$ cat config.mk
export PLATFORM = sky130hd
export DESIGN_NAME = jtap_top
export DESIGN_NICKNAME = d
export VERILOG_FILES = /design/src/logic/jtap_pkg.sv /design/src/logic/jtap_sync.sv /design/src/logic/jtap_buf.sv /design/src/logic/jtap_top.sv
export SDC_FILE = /design/constraint.sdc
export NUM_CORES = 1
export LEC_CHECK = 0
export ABC_AREA = 1
export BUFFER_PORTS_ARGS = -buffer_cell sky130_fd_sc_hd__buf_2
export CAP_MARGIN = 25
export CORE_MARGIN = 2
export CORE_UTILIZATION = 62
export CTS_CLUSTER_DIAMETER = 120
export DETAILED_ROUTE_END_ITERATION = 6
export PLACE_DENSITY = 0.84
export SLEW_MARGIN = 20
export SYNTH_ARGS = -nofsm -noshare
export SYNTH_HDL_FRONTEND = slang
export SYNTH_HIERARCHICAL = 1
export SYNTH_SLANG_ARGS = --single-unit
$ cat constraint.sdc
create_clock -name mclk_i -period 4.8 [get_ports mclk_i]
set_clock_uncertainty 0.1 [all_clocks]
set_input_delay 0.48 -clock mclk_i [delete_from_list [all_inputs] [get_ports mclk_i]]
set_output_delay 0.48 -clock mclk_i [all_outputs]
set_load 0.01 [all_outputs]
$ cat src/logic/jtap_pkg.sv
// Operation
// - State advances on TMS at TCK rise
// - TAP state times capture, shift, update
// - TAP state picks instruction or data side
// - Current instruction selects the data chain
// - EXTEST, INTEST touch no chain
// - Unknown instruction codes act as BYPASS
// - Low test reset forces, holds Test-Logic-Reset
// - Power-on reset forces Test-Logic-Reset
// - Test-Logic-Reset loads IDCODE instruction
// - Five TMS-high clocks reach Test-Logic-Reset
// - Stopped TCK keeps state and registers
// - TDI sampled on rise, routed to chain
// - TDO changes on falling TCK edge
// - TDO from chain, undriven outside shifting
// - Chains capture, shift, update by state
// - Four-bit instruction chain with update register
// - Instruction codes decode, others as BYPASS
// - BYPASS is one shift stage
package jtap_pkg;

    localparam int IR_W = 4;
    localparam int ID_W = 32;
    localparam int DAP_W = 35;
    localparam int BS_W = 16;
    localparam int BUF_DEPTH = 2;

    localparam logic [IR_W-1:0] IR_EXTEST = 4'h0;
    localparam logic [IR_W-1:0] IR_INTEST = 4'h1;
    localparam logic [IR_W-1:0] IR_SAMPLE = 4'h2;
    localparam logic [IR_W-1:0] IR_ABORT = 4'h8;
    localparam logic [IR_W-1:0] IR_DPACC = 4'ha;
    localparam logic [IR_W-1:0] IR_APACC = 4'hb;
    localparam logic [IR_W-1:0] IR_IDCODE = 4'he;
    localparam logic [IR_W-1:0] IR_BYPASS = 4'hf;
    localparam logic [IR_W-1:0] IR_RESET = IR_IDCODE;
    // Fixed 01 in the low bits lets a host check chain integrity
    localparam logic [IR_W-1:0] IR_CAPTURE = 4'h1;
    // Arbitrary identity value, bit 0 set as the scan convention needs
    localparam logic [ID_W-1:0] IDCODE_DEF = 32'h0a5c_3e01;
    localparam logic [2:0] TMS_RESET_CNT = 3'h5;

    typedef enum logic [3:0] {
        TAP_TLR = 4'b1111,
        TAP_RTI = 4'b1100,
        TAP_SEL_DR = 4'b0111,
        TAP_CAP_DR = 4'b0110,
        TAP_SH_DR = 4'b0010,
        TAP_EX1_DR = 4'b0001,
        TAP_PAU_DR = 4'b0011,
        TAP_EX2_DR = 4'b0000,
        TAP_UPD_DR = 4'b0101,
        TAP_SEL_IR = 4'b0100,
        TAP_CAP_IR = 4'b1110,
        TAP_SH_IR = 4'b1010,
        TAP_EX1_IR = 4'b1001,
        TAP_PAU_IR = 4'b1011,
        TAP_EX2_IR = 4'b1000,
        TAP_UPD_IR = 4'b1101
    } jtap_state_e;

    typedef enum logic [2:0] {
        CH_BYP = 3'b000,
        CH_ID = 3'b001,
        CH_BS = 3'b010,
        CH_DAP = 3'b011,
        CH_NONE = 3'b100
    } jtap_chain_e;

    typedef struct packed {
        logic tck;
        logic tms;
        logic tdi;
        logic trst_n;
    } jtap_pins_s;

    typedef struct packed {
        logic [IR_W-1:0] instr;
        logic [DAP_W-1:0] data;
    } jtap_dbg_s;

    function automatic jtap_chain_e jtap_chain(input logic [IR_W-1:0] ir);
        jtap_chain_e c;
        c = CH_BYP;
        if (ir == IR_EXTEST || ir == IR_INTEST) begin
            c = CH_NONE;
        end else if (ir == IR_SAMPLE) begin
            c = CH_BS;
        end else if (ir == IR_IDCODE) begin
            c = CH_ID;
        end else if (ir == IR_ABORT || ir == IR_DPACC || ir == IR_APACC) begin
            c = CH_DAP;
        end
        return c;
    endfunction

endpackage

$ cat src/logic/jtap_sync.sv
`timescale 1ns/1ps
module jtap_sync (
    // Clock and reset
    input wire logic mclk_i,
    input wire logic rstn_i,
    // Pins in, synchronised out
    input wire jtap_pkg::jtap_pins_s d_i,
    output jtap_pkg::jtap_pins_s q_o
);
    import jtap_pkg::*;

    jtap_pins_s meta_r;
    jtap_pins_s meta_nxt;
    jtap_pins_s sync_r;
    jtap_pins_s sync_nxt;

    always_comb begin
        meta_nxt = d_i;
        sync_nxt = meta_r;
    end

    always_ff @(posedge mclk_i or negedge rstn_i) begin
        if (!rstn_i) begin
            // TCK, TMS, TDI at idle levels, so no false TCK edge follows reset
            meta_r <= '{tck: 1'b1, tms: 1'b1, tdi: 1'b1, trst_n: 1'b0};
            sync_r <= '{tck: 1'b1, tms: 1'b1, tdi: 1'b1, trst_n: 1'b0};
        end else begin
            meta_r <= meta_nxt;
            sync_r <= sync_nxt;
        end
    end

    assign q_o = sync_r;

endmodule

$ cat src/logic/jtap_buf.sv
`timescale 1ns/1ps
module jtap_buf #(
    parameter int W = 8,
    parameter int DEPTH = 2
) (
    // Clock and reset
    input wire logic mclk_i,
    input wire logic rstn_i,
    // Fill side
    input wire logic in_valid_i,
    output logic in_ready_o,
    input wire logic [W-1:0] in_data_i,
    // Drain side
    output logic out_valid_o,
    input wire logic out_ready_i,
    output logic [W-1:0] out_data_o
);
    localparam int AW = (DEPTH > 1) ? $clog2(DEPTH) : 1;
    localparam int CW = $clog2(DEPTH + 1);
    localparam logic [AW-1:0] LAST = AW'(DEPTH - 1);
    localparam logic [CW-1:0] FULL = CW'(DEPTH);

    logic [W-1:0] mem_r [DEPTH];
    logic [AW-1:0] wr_r, wr_nxt, rd_r, rd_nxt;
    logic [CW-1:0] cnt_r, cnt_nxt;
    logic in_ready_r, out_valid_r;
    logic push, pop;

    always_comb begin
        push = in_valid_i & in_ready_r;
        pop = out_valid_r & out_ready_i;
        wr_nxt = wr_r;
        rd_nxt = rd_r;
        cnt_nxt = cnt_r;
        if (push) begin
            wr_nxt = (wr_r == LAST) ? '0 : wr_r + 1'b1;
        end
        if (pop) begin
            rd_nxt = (rd_r == LAST) ? '0 : rd_r + 1'b1;
        end
        if (push && !pop) begin
            cnt_nxt = cnt_r + 1'b1;
        end else if (pop && !push) begin
            cnt_nxt = cnt_r - 1'b1;
        end
    end

    always_ff @(posedge mclk_i or negedge rstn_i) begin
        if (!rstn_i) begin
            wr_r <= '0;
            rd_r <= '0;
            cnt_r <= '0;
            in_ready_r <= 1'b0;
            out_valid_r <= 1'b0;
        end else begin
            wr_r <= wr_nxt;
            rd_r <= rd_nxt;
            cnt_r <= cnt_nxt;
            in_ready_r <= (cnt_nxt != FULL);
            out_valid_r <= (cnt_nxt != '0);
        end
    end

    // Storage needs no reset; valid flags guard it
    always_ff @(posedge mclk_i) begin
        if (push) begin
            mem_r[wr_r] <= in_data_i;
        end
    end

    assign in_ready_o = in_ready_r;
    assign out_valid_o = out_valid_r;
    assign out_data_o = mem_r[rd_r];

endmodule

$ cat src/logic/jtap_top.sv
`timescale 1ns/1ps
module jtap_top #(
    parameter int BSW = jtap_pkg::BS_W,
    parameter logic [jtap_pkg::ID_W-1:0] IDCODE_VAL = jtap_pkg::IDCODE_DEF
) (
    // Clock and power-on reset
    input wire logic mclk_i,
    input wire logic rstn_i,
    // Test port pins
    input wire logic tck_i,
    input wire logic tms_i,
    input wire logic tdi_i,
    input wire logic trst_n_i,
    output logic tdo_o,
    output logic tdo_oe_o,
    // Boundary chain
    input wire logic [BSW-1:0] bs_capture_i,
    output logic [BSW-1:0] bs_update_o,
    output logic extest_o,
    output logic intest_o,
    // Debug access words
    input wire logic [jtap_pkg::DAP_W-1:0] dap_rdata_i,
    output logic dbg_valid_o,
    input wire logic dbg_ready_i,
    output jtap_pkg::jtap_dbg_s dbg_word_o,
    // Observation
    output jtap_pkg::jtap_state_e tap_state_o
);
    import jtap_pkg::*;

    ////////////////////////////////////////////////////////////////////////
    jtap_pins_s pins_raw, pins;
    logic tck_q_r, tck_q_nxt;
    logic rise_pend_r, rise_pend_nxt;
    logic fall_pend_r, fall_pend_nxt;
    logic tms_l_r, tms_l_nxt;
    logic tdi_l_r, tdi_l_nxt;
    logic do_rise, do_fall, stall, trst_ok;

    assign pins_raw = '{tck: tck_i, tms: tms_i, tdi: tdi_i, trst_n: trst_n_i};

    jtap_sync u_sync (
        .mclk_i(mclk_i),
        .rstn_i(rstn_i),
        .d_i(pins_raw),
        .q_o(pins)
    );

    assign trst_ok = pins.trst_n;

    // A pending rising edge waits while a debug word cannot enter the buffer; a pending fall waits behind it
    always_comb begin
        tck_q_nxt = pins.tck;
        rise_pend_nxt = rise_pend_r;
        fall_pend_nxt = fall_pend_r;
        tms_l_nxt = tms_l_r;
        tdi_l_nxt = tdi_l_r;
        do_rise = rise_pend_r & ~stall;
        do_fall = fall_pend_r & ~rise_pend_r;
        if (do_rise) begin
            rise_pend_nxt = 1'b0;
        end
        if (do_fall) begin
            fall_pend_nxt = 1'b0;
        end
        if (pins.tck && !tck_q_r) begin
            rise_pend_nxt = 1'b1;
            tms_l_nxt = pins.tms;
            tdi_l_nxt = pins.tdi;
        end
        if (!pins.tck && tck_q_r) begin
            fall_pend_nxt = 1'b1;
        end
    end

    always_ff @(posedge mclk_i or negedge rstn_i) begin
        if (!rstn_i) begin
            tck_q_r <= 1'b1;
            rise_pend_r <= 1'b0;
            fall_pend_r <= 1'b0;
            tms_l_r <= 1'b1;
            tdi_l_r <= 1'b1;
        end else begin
            tck_q_r <= tck_q_nxt;
            rise_pend_r <= rise_pend_nxt;
            fall_pend_r <= fall_pend_nxt;
            tms_l_r <= tms_l_nxt;
            tdi_l_r <= tdi_l_nxt;
        end
    end

    ////////////////////////////////////////////////////////////////////////
    jtap_state_e state_r, state_nxt;

    function automatic jtap_state_e tap_next(input jtap_state_e s, input logic m);
        jtap_state_e n;
        n = s;
        case (s)
            TAP_TLR: n = m ? TAP_TLR : TAP_RTI;
            TAP_RTI: n = m ? TAP_SEL_DR : TAP_RTI;
            TAP_SEL_DR: n = m ? TAP_SEL_IR : TAP_CAP_DR;
            TAP_CAP_DR: n = m ? TAP_EX1_DR : TAP_SH_DR;
            TAP_SH_DR: n = m ? TAP_EX1_DR : TAP_SH_DR;
            TAP_EX1_DR: n = m ? TAP_UPD_DR : TAP_PAU_DR;
            TAP_PAU_DR: n = m ? TAP_EX2_DR : TAP_PAU_DR;
            TAP_EX2_DR: n = m ? TAP_UPD_DR : TAP_SH_DR;
            TAP_UPD_DR: n = m ? TAP_SEL_DR : TAP_RTI;
            TAP_SEL_IR: n = m ? TAP_TLR : TAP_CAP_IR;
            TAP_CAP_IR: n = m ? TAP_EX1_IR : TAP_SH_IR;
            TAP_SH_IR: n = m ? TAP_EX1_IR : TAP_SH_IR;
            TAP_EX1_IR: n = m ? TAP_UPD_IR : TAP_PAU_IR;
            TAP_PAU_IR: n = m ? TAP_EX2_IR : TAP_PAU_IR;
            TAP_EX2_IR: n = m ? TAP_UPD_IR : TAP_SH_IR;
            TAP_UPD_IR: n = m ? TAP_SEL_DR : TAP_RTI;
            default: n = TAP_TLR;
        endcase
        return n;
    endfunction

    // Test reset acts between clock edges, independent of TCK
    always_comb begin
        state_nxt = state_r;
        if (!trst_ok) begin
            state_nxt = TAP_TLR;
        end else if (do_rise) begin
            state_nxt = tap_next(state_r, tms_l_r);
        end
    end

    always_ff @(posedge mclk_i or negedge rstn_i) begin
        if (!rstn_i) begin
            state_r <= TAP_TLR;
        end else begin
            state_r <= state_nxt;
        end
    end

    ////////////////////////////////////////////////////////////////////////
    logic [IR_W-1:0] ir_sr_r, ir_sr_nxt, ir_r, ir_nxt;
    logic byp_r, byp_nxt;
    logic [ID_W-1:0] id_sr_r, id_sr_nxt;
    logic [BSW-1:0] bs_sr_r, bs_sr_nxt, bs_upd_r, bs_upd_nxt;
    logic [DAP_W-1:0] dap_sr_r, dap_sr_nxt;
    logic push_r, push_nxt;
    jtap_dbg_s push_word_r, push_word_nxt;
    jtap_chain_e chain;
    logic buf_ready;

    assign chain = jtap_chain(ir_r);
    assign stall = push_r & ~buf_ready;

    always_comb begin
        ir_sr_nxt = ir_sr_r;
        ir_nxt = ir_r;
        byp_nxt = byp_r;
        id_sr_nxt = id_sr_r;
        bs_sr_nxt = bs_sr_r;
        bs_upd_nxt = bs_upd_r;
        dap_sr_nxt = dap_sr_r;
        push_nxt = push_r & ~buf_ready;
        push_word_nxt = push_word_r;
        if (do_rise) begin
            case (state_r)
                TAP_CAP_IR: ir_sr_nxt = IR_CAPTURE;
                TAP_SH_IR: ir_sr_nxt = {tdi_l_r, ir_sr_r[IR_W-1:1]};
                TAP_UPD_IR: ir_nxt = ir_sr_r;
                TAP_CAP_DR: begin
                    case (chain)
                        CH_BYP: byp_nxt = 1'b0;
                        CH_ID: id_sr_nxt = IDCODE_VAL;
                        CH_BS: bs_sr_nxt = bs_capture_i;
                        CH_DAP: dap_sr_nxt = dap_rdata_i;
                        default: ;
                    endcase
                end
                TAP_SH_DR: begin
                    case (chain)
                        CH_BYP: byp_nxt = tdi_l_r;
                        CH_ID: id_sr_nxt = {tdi_l_r, id_sr_r[ID_W-1:1]};
                        CH_BS: bs_sr_nxt = {tdi_l_r, bs_sr_r[BSW-1:1]};
                        CH_DAP: dap_sr_nxt = {tdi_l_r, dap_sr_r[DAP_W-1:1]};
                        default: ;
                    endcase
                end
                TAP_UPD_DR: begin
                    if (chain == CH_BS) begin
                        bs_upd_nxt = bs_sr_r;
                    end else if (chain == CH_DAP) begin
                        push_nxt = 1'b1;
                        push_word_nxt = '{instr: ir_r, data: dap_sr_r};
                    end
                end
                default: ;
            endcase
        end
        if (state_nxt == TAP_TLR) begin
            ir_nxt = IR_RESET;
        end
    end

    always_ff @(posedge mclk_i or negedge rstn_i) begin
        if (!rstn_i) begin
            ir_sr_r <= IR_CAPTURE;
            ir_r <= IR_RESET;
            byp_r <= 1'b0;
            id_sr_r <= '0;
            bs_sr_r <= '0;
            bs_upd_r <= '0;
            dap_sr_r <= '0;
            push_r <= 1'b0;
            push_word_r <= '0;
        end else begin
            ir_sr_r <= ir_sr_nxt;
            ir_r <= ir_nxt;
            byp_r <= byp_nxt;
            id_sr_r <= id_sr_nxt;
            bs_sr_r <= bs_sr_nxt;
            bs_upd_r <= bs_upd_nxt;
            dap_sr_r <= dap_sr_nxt;
            push_r <= push_nxt;
            push_word_r <= push_word_nxt;
        end
    end

    jtap_buf #(
        .W($bits(jtap_dbg_s)),
        .DEPTH(BUF_DEPTH)
    ) u_buf (
        .mclk_i(mclk_i),
        .rstn_i(rstn_i),
        .in_valid_i(push_r),
        .in_ready_o(buf_ready),
        .in_data_i(push_word_r),
        .out_valid_o(dbg_valid_o),
        .out_ready_i(dbg_ready_i),
        .out_data_o(dbg_word_o)
    );

    ////////////////////////////////////////////////////////////////////////
    logic tdo_r, tdo_nxt, oe_r, oe_nxt;
    logic extest_r, extest_nxt, intest_r, intest_nxt;

    always_comb begin
        tdo_nxt = tdo_r;
        oe_nxt = oe_r;
        extest_nxt = (ir_r == IR_EXTEST);
        intest_nxt = (ir_r == IR_INTEST);
        if (!trst_ok) begin
            tdo_nxt = 1'b0;
            oe_nxt = 1'b0;
        end else if (do_fall) begin
            tdo_nxt = 1'b0;
            oe_nxt = 1'b0;
            if (state_r == TAP_SH_IR) begin
                tdo_nxt = ir_sr_r[0];
                oe_nxt = 1'b1;
            end else if (state_r == TAP_SH_DR && chain != CH_NONE) begin
                oe_nxt = 1'b1;
                case (chain)
                    CH_ID: tdo_nxt = id_sr_r[0];
                    CH_BS: tdo_nxt = bs_sr_r[0];
                    CH_DAP: tdo_nxt = dap_sr_r[0];
                    default: tdo_nxt = byp_r;
                endcase
            end
        end
    end

    always_ff @(posedge mclk_i or negedge rstn_i) begin
        if (!rstn_i) begin
            tdo_r <= 1'b0;
            oe_r <= 1'b0;
            extest_r <= 1'b0;
            intest_r <= 1'b0;
        end else begin
            tdo_r <= tdo_nxt;
            oe_r <= oe_nxt;
            extest_r <= extest_nxt;
            intest_r <= intest_nxt;
        end
    end

    assign tdo_o = tdo_r;
    assign tdo_oe_o = oe_r;
    assign extest_o = extest_r;
    assign intest_o = intest_r;
    assign bs_update_o = bs_upd_r;
    assign tap_state_o = state_r;

    ////////////////////////////////////////////////////////////////////////
    // Helper: run of TMS-high rising edges, saturating
    logic [2:0] tms_cnt_r, tms_cnt_nxt;

    always_comb begin
        tms_cnt_nxt = tms_cnt_r;
        if (do_rise) begin
            if (!tms_l_r) begin
                tms_cnt_nxt = '0;
            end else if (tms_cnt_r != TMS_RESET_CNT) begin
                tms_cnt_nxt = tms_cnt_r + 3'h1;
            end
        end
    end

    always_ff @(posedge mclk_i or negedge rstn_i) begin
        if (!rstn_i) begin
            tms_cnt_r <= '0;
        end else begin
            tms_cnt_r <= tms_cnt_nxt;
        end
    end

    property p_trst_hold;
        @(posedge mclk_i) disable iff (!rstn_i)
        !trst_ok |=> (state_r == TAP_TLR) && !oe_r;
    endproperty
    a_trst_hold: assert property (p_trst_hold) else $error("test reset not honoured");

    property p_no_edge_no_move;
        @(posedge mclk_i) disable iff (!rstn_i)
        (trst_ok && !do_rise) |=> $stable(state_r) && $stable(ir_r) && $stable(byp_r);
    endproperty
    a_no_edge_no_move: assert property (p_no_edge_no_move) else $error("state moved without edge");

    property p_tms_step;
        @(posedge mclk_i) disable iff (!rstn_i)
        (trst_ok && do_rise && state_r == TAP_RTI) |=> state_r == (tms_l_r ? TAP_SEL_DR : TAP_RTI);
    endproperty
    a_tms_step: assert property (p_tms_step) else $error("wrong step from idle");

    property p_five_ones;
        @(posedge mclk_i) disable iff (!rstn_i)
        (tms_cnt_r == TMS_RESET_CNT) |-> state_r == TAP_TLR;
    endproperty
    a_five_ones: assert property (p_five_ones) else $error("five TMS ones missed reset");

    property p_idcode_default;
        @(posedge mclk_i) disable iff (!rstn_i)
        (state_r == TAP_TLR) |=> ir_r == IR_IDCODE;
    endproperty
    a_idcode_default: assert property (p_idcode_default) else $error("no IDCODE in reset");

    property p_ir_update;
        @(posedge mclk_i) disable iff (!rstn_i)
        (trst_ok && do_rise && state_r == TAP_UPD_IR) |=> ir_r == $past(ir_sr_r);
    endproperty
    a_ir_update: assert property (p_ir_update) else $error("instruction not updated");

    property p_tdo_on_fall;
        @(posedge mclk_i) disable iff (!rstn_i)
        $rose(oe_r) |-> $past(do_fall) && $past(state_r == TAP_SH_IR || state_r == TAP_SH_DR);
    endproperty
    a_tdo_on_fall: assert property (p_tdo_on_fall) else $error("TDO driven off shift fall");

    property p_bypass_stage;
        @(posedge mclk_i) disable iff (!rstn_i)
        (trst_ok && do_rise && state_r == TAP_SH_DR && chain == CH_BYP) |=> byp_r == $past(tdi_l_r);
    endproperty
    a_bypass_stage: assert property (p_bypass_stage) else $error("bypass stage wrong");

    property p_extest_quiet;
        @(posedge mclk_i) disable iff (!rstn_i)
        (chain == CH_NONE && state_r != TAP_UPD_IR) |=> $stable(bs_sr_r) && $stable(bs_upd_r);
    endproperty
    a_extest_quiet: assert property (p_extest_quiet) else $error("chain moved in EXTEST/INTEST");

endmodule

* Word level (Yosys, flattened, before mapping)
Memory sizes are Yosys's and may differ from the RTL's.
Index checks and enable logic that the tools add are counted.
** Cells by class
- Reduce and logical (&&, ||, !) cells :: 33
- Eq/ne operators :: 36
- Mux-type cells :: 58
- Bitwise operators :: 9
- Add/subtract/negate cells :: 4
** Operator list (number)
- two-way mux 35 bit :: 2
- one-hot mux 35 bit (2 select lines) :: 1
- two-way mux 32 bit :: 2
- one-hot mux 32 bit (2 select lines) :: 1
- equality test 4 bit, second input constant :: 13
- one-hot mux 4 bit (12 select lines) :: 1
- two-way mux 16 bit :: 2
- one-hot mux 16 bit (2 select lines) :: 1
- two-way mux 4 bit :: 6
- two-way mux 1 bit :: 23
- two-way mux 2 bit :: 11
- AND reduction 4 bit :: 5
- equality test 4 x 3 -> 1 bit, second input constant :: 4
- inequality test 2 bit, second input constant :: 8
- two-way mux 3 bit :: 5
- nonzero test 2 bit :: 7
- equality test 4 x 2 -> 1 bit, second input constant :: 3
- equality test 4 x 1 -> 1 bit, second input constant :: 2
- zero test 4 bit :: 2
- one-hot mux 4 bit (2 select lines) :: 1
- equality test 3 x 2 -> 1 bit, second input constant :: 2
- AND 1 bit :: 5
- logical AND 1 bit :: 5
- zero test 1 bit :: 4
- other kinds (15) :: 24
** Storage, ports and cells
- Word-level logic and storage cells :: 174
- Output and inout port bits :: 64
- Bits in writable memories :: 78
- Register bits after elaboration :: 175
- Bits of input ports :: 58
- Memories :: 1
** Memories
- u_buf.mem_r :: words 2, bits a word 39, read ports 1, clocked after memory_dff 0, wr ports 1, line jtap_buf.sv:23 : logic [W-1:0] mem_r [DEPTH];

* Longest topological paths before layout
- Word-level depth :: 13
- Mapped depth :: 12
- Gate-level depth less buffers :: 11

* By module
The synthesis kept the hierarchy.
** Modules (own cells, without submodules)
- jtap_top :: cells an instance 777, area an instance 6932.9 um2, seq. area each 4042.6 um2, instances 1
- jtap_buf :: cells an instance 238, area an instance 3115.5 um2, seq. area each 2492.4 um2, instances 1
- jtap_sync :: cells an instance 8, area an instance 207.7 um2, seq. area each 207.7 um2, instances 1

* Worst setup path before layout
OpenSTA, ideal clock, no wires.
- Kind :: register to register
- Start point :: register push_r
- End point :: memory u_buf/mem_r[0][0] (netlist bit), enable pin
- Clock period less this slack :: 2.673 ns
- Data required time :: 4.265 ns
- Data arrival time :: 2.138 ns
- Path buffers :: 0
- Library setup time :: 0.435 ns
- Stages on the path, launching flop included :: 3
- Path slack :: 2.127 ns
- Cell sequence :: dfrtp_1 nand2_2 nor2_1
** Between the ends
- Word-level cells in the longest chain between the ends :: 3
** RTL lines
- from (decl) :: line jtap_top.sv:144 : logic push_r, push_nxt;
- from (signal assigned) :: line jtap_top.sv:220 : push_r <= push_nxt;
- AND 1 bit :: line jtap_buf.sv:30 : push = in_valid_i & in_ready_r;
- two-way mux 1 bit :: line jtap_buf.sv:66 : if (push) begin
- two-way mux 1 bit (implied by the code) :: line jtap_buf.sv:67 : mem_r[wr_r] <= in_data_i;
- to (decl) :: line jtap_buf.sv:23
No other way between the ends.

==> impl_metrics.ini <==
[run_status]
status = finished clean

[worst_hold_path]
worstHoldPathType = input port to flip-flop
hold_path_depth = 3
min_delay_worst_endpoint = dap_sr_r[20]
holdCritStartpoint = dap_rdata_i[20]

[drt]
drtPass1Iterations = 5
remaining_drc_errors = 0
detail-route-antenna-nets = 0
via_count = 7450
wl_um = 21620
vias_per_cell = 5.430
initialDrtViolationCount = 759
routedWlPerCell_um = 15.76

[clock_tree]
cts-hold-fix-buffers = 5
clk_root_buffer_cell = clkbuf_16
clock_tree_from_tritoncts = done
cts_post_setup_buffers_inserted = 0
cts_max_level = 1
worst_setup_hold_path_clk_slew_ps = 60
clock_insertion_delay_worst_skew_ps = 510
clock_sink_count = 253
tritoncts.num_buffers = 25
cts.path.max_buffers = 3
cts-resized-gates = 0

[floorplanning]
rows = 47
initial_core_util = 0.6274
floorplan.die.height_um = 132.6
io-pin-count = 122
die_area_um2 = 17590
fp.dieW_um = 132.6
fp.coreArea_um2 = 16350

[finish]
num-nets-final = 1192
area.growth.synth_to_final_pct = 14.93
seqCellArea_um2 = 6743
stdcell_count = 1372
final_layout_size_suffix_gt1_frac = 0.1806
layout.cells.most_common_list = 326 x nand2_1, 158 x dfrtp_1, 120 x buf_2
antenna_cells = 0
finish.instance_area_um2 = 11790
layout_commonest_cell = nand2_1
multi_input_area_um2 = 2864
fillcell_total = 1123

[placed_design]
place.detailed.hpwl_um = 13000
portBuffers = 121
gp_congestion = 0.8588
post_dp_cell_area_um2 = 10950
dp.cells = 1322

[sta]
totalNegativeSetupSlack_ps = 0
setup_violations = 0
final.min_clock_period_ps = 2808
fin_crit_sh = 0.5850
rsz0062_at_grt = false
timing.slew.headroom = 0.3382
final-hold-violation-count = 0
worst_slew_pin_slew_ps = 989.2
number_of_max_slew_violations_in_the_final_report = 0
fmax_mhz = 356.1

[critical_path]
crit_path_start_kind = flip-flop
timing.critical_path.arrival_ps = 2230
critical-path-top-delay-family = buffers and inverters
cp.required_ps = 4220
worstSetupEndpointType = output port
r2r_cells = 6
timing.reg2reg.setup_slack_ps = 2010
worstPathMaxFanout = 40
r2r_start = tap_state_o[3]
timing.critical_path.slowest_cell_delay_ps = 630
cp.buffers_inverters = 3
path_cells = buf_4 -> inv_2 -> nand2_1 -> nand2_1 -> buf_2
worst-setup-path-type = flip-flop to output port
crit_start = u_buf/rd_r
worst_reg2reg_path_endpoint = dap_sr_r[16]
timing.critical_path.slowest_stage_cell = inv_2
crit_top_cell = nand2_1

[global_route]
globalRouteTotalUtil = 0.2477
antenna_found_initial = 0
wire_length_of_the_first_global_routing_pass_um = 35050
grt_start_max_net_pins = 95
grt.overflow.total = 0
first_global_vias = 7227

[pwr]
power.density_cell_area_nw_per_um2 = 425.5
leakage_nw = 5.595
peakVddDrop_mv = 0.2766

[synthesis]
synthesis.area_per_instance_um2 = 10.03
post_synthesis_mux_area_share = 0.001098
synth_fa_ha_area_frac = 0
synth_area_leaders = dfrtp_1 39%, edfxtp_1 23%, nand2_1 12%, dfstp_2 4.4%, o21ai_0 3.8%
post_synth_inst_count = 1023
largest_family_of_logic_cells_by_synthesized_area = simple AND/OR/NAND/NOR gates
sequential_cell_area_fraction_in_the_yosys_report = 0.6574
synth.cell_area_um2 = 10260
post_synth_and_or_nand_nor_area_fraction = 0.1687
yosysTopAreaCellShare = 0.3855
synth_cell_type_count = 35
netlist.top_cell.by_area = dfrtp_1
yosys.area_share.xor_xnor = 0.001708
flip_flop_and_latch_count_after_synthesis = 253
synth-compound-area-share = 0.1055
ys.warnings.count = 6
syn-num-nets = 1081

[run]
maxCapViolCount = 0
-- Yosys cell counts, drive strengths merged --
cell	number
nand2	331
o211ai	34
o22ai	3
nor3	3
a21oi	10
inv	105
edfxtp	78
a31oi	2
mux2	1
nand4	1
o31ai	3
dfstp	17
dfrtp	158
a21boi	1
o21ai	143
buf	40
xor2	2
nor2	31
clkbuf	10
nand3	50
-- stage by stage --
step                      hold slack, ps  utilization  setup slack (ps)  power, mW
final                              147.8       0.7210              1992      5.015
after global routing               144.8       0.7210              1814      5.228
after CTS                          130.7       0.7207              1981      5.048
after detailed placement           237.1       0.6696              2051      3.166
after global placement             237.9       0.6696              2202      3.144
after floorplan                    84.41            -              2127      2.853
-- cell type report --
class	instances	area share
flip-flops and latches	253	0.5720
multi-input cells	615	0.2430
repair buffers	134	0.06125
clock buffers	36	0.05838
inverters	105	0.03375
well taps	220	0.02335
clock inverters	9	0.008279
-- where the power goes --
part | total, mW | switching, mW | leakage [nW] | internal (mW)
logic | 0.807 | 0.533 | 2.55 | 0.275
registers | 2.33 | 0.0395 | 2.67 | 2.29
clock network | 1.88 | 0.778 | 0.376 | 1.10
total | 5.02 | 1.35 | 5.59 | 3.67
-- worst max path at each step --
stage / to / slack, ps / cells past startpoint
after floorplan: u_buf/mem_r[0][0] / 2130 / 2
after global placement: dap_sr_r[11] / 2200 / 8
after detailed placement: dap_sr_r[16] / 2050 / 8
after CTS: dbg_word_o[30] / 1980 / 5
after global routing: dap_sr_r[14] / 1810 / 8
final: dbg_word_o[30] / 1990 / 5
-- routing by layer --
layer	up-vias	track usage	wire length, um	part of all wire
li1	3565	-	-	-
met1	3600	0.3205	8921	0.41
met2	242	0.4338	10990	0.51
met3	43	0.03716	1223	0.057
met4	0	0.08065	483	0.022
met5	-	0	0	0
-- registers in the layout, indices dropped and copies added, names as in the netlist, 16 cells and up --
register / cells
push_word_r: 39
dap_sr_r: 35
u_buf/mem_r: 78
bs_sr_r: 16
bs_update_o: 16
id_sr_r: 32
-- worst reg2reg max path: stages, from the launching register on --
cell,delay (ps)
dfstp_2,620
inv_2,100
nand3_4,140
clkinv_2,690
buf_4,600
o211ai_1,260
o21ai_0,120
-- cell families (layout without fill, tap and decap cells) --
family	after synthesis	in the layout
AND/OR/NAND/NOR	416	416
multiplexers	1	1
XOR/XNOR	2	2
AO/OA/AOI/OAI	196	196
buffers and inverters	155	284
flip-flops	253	253
No activity file was read; power rests on OpenSTA's default activity.
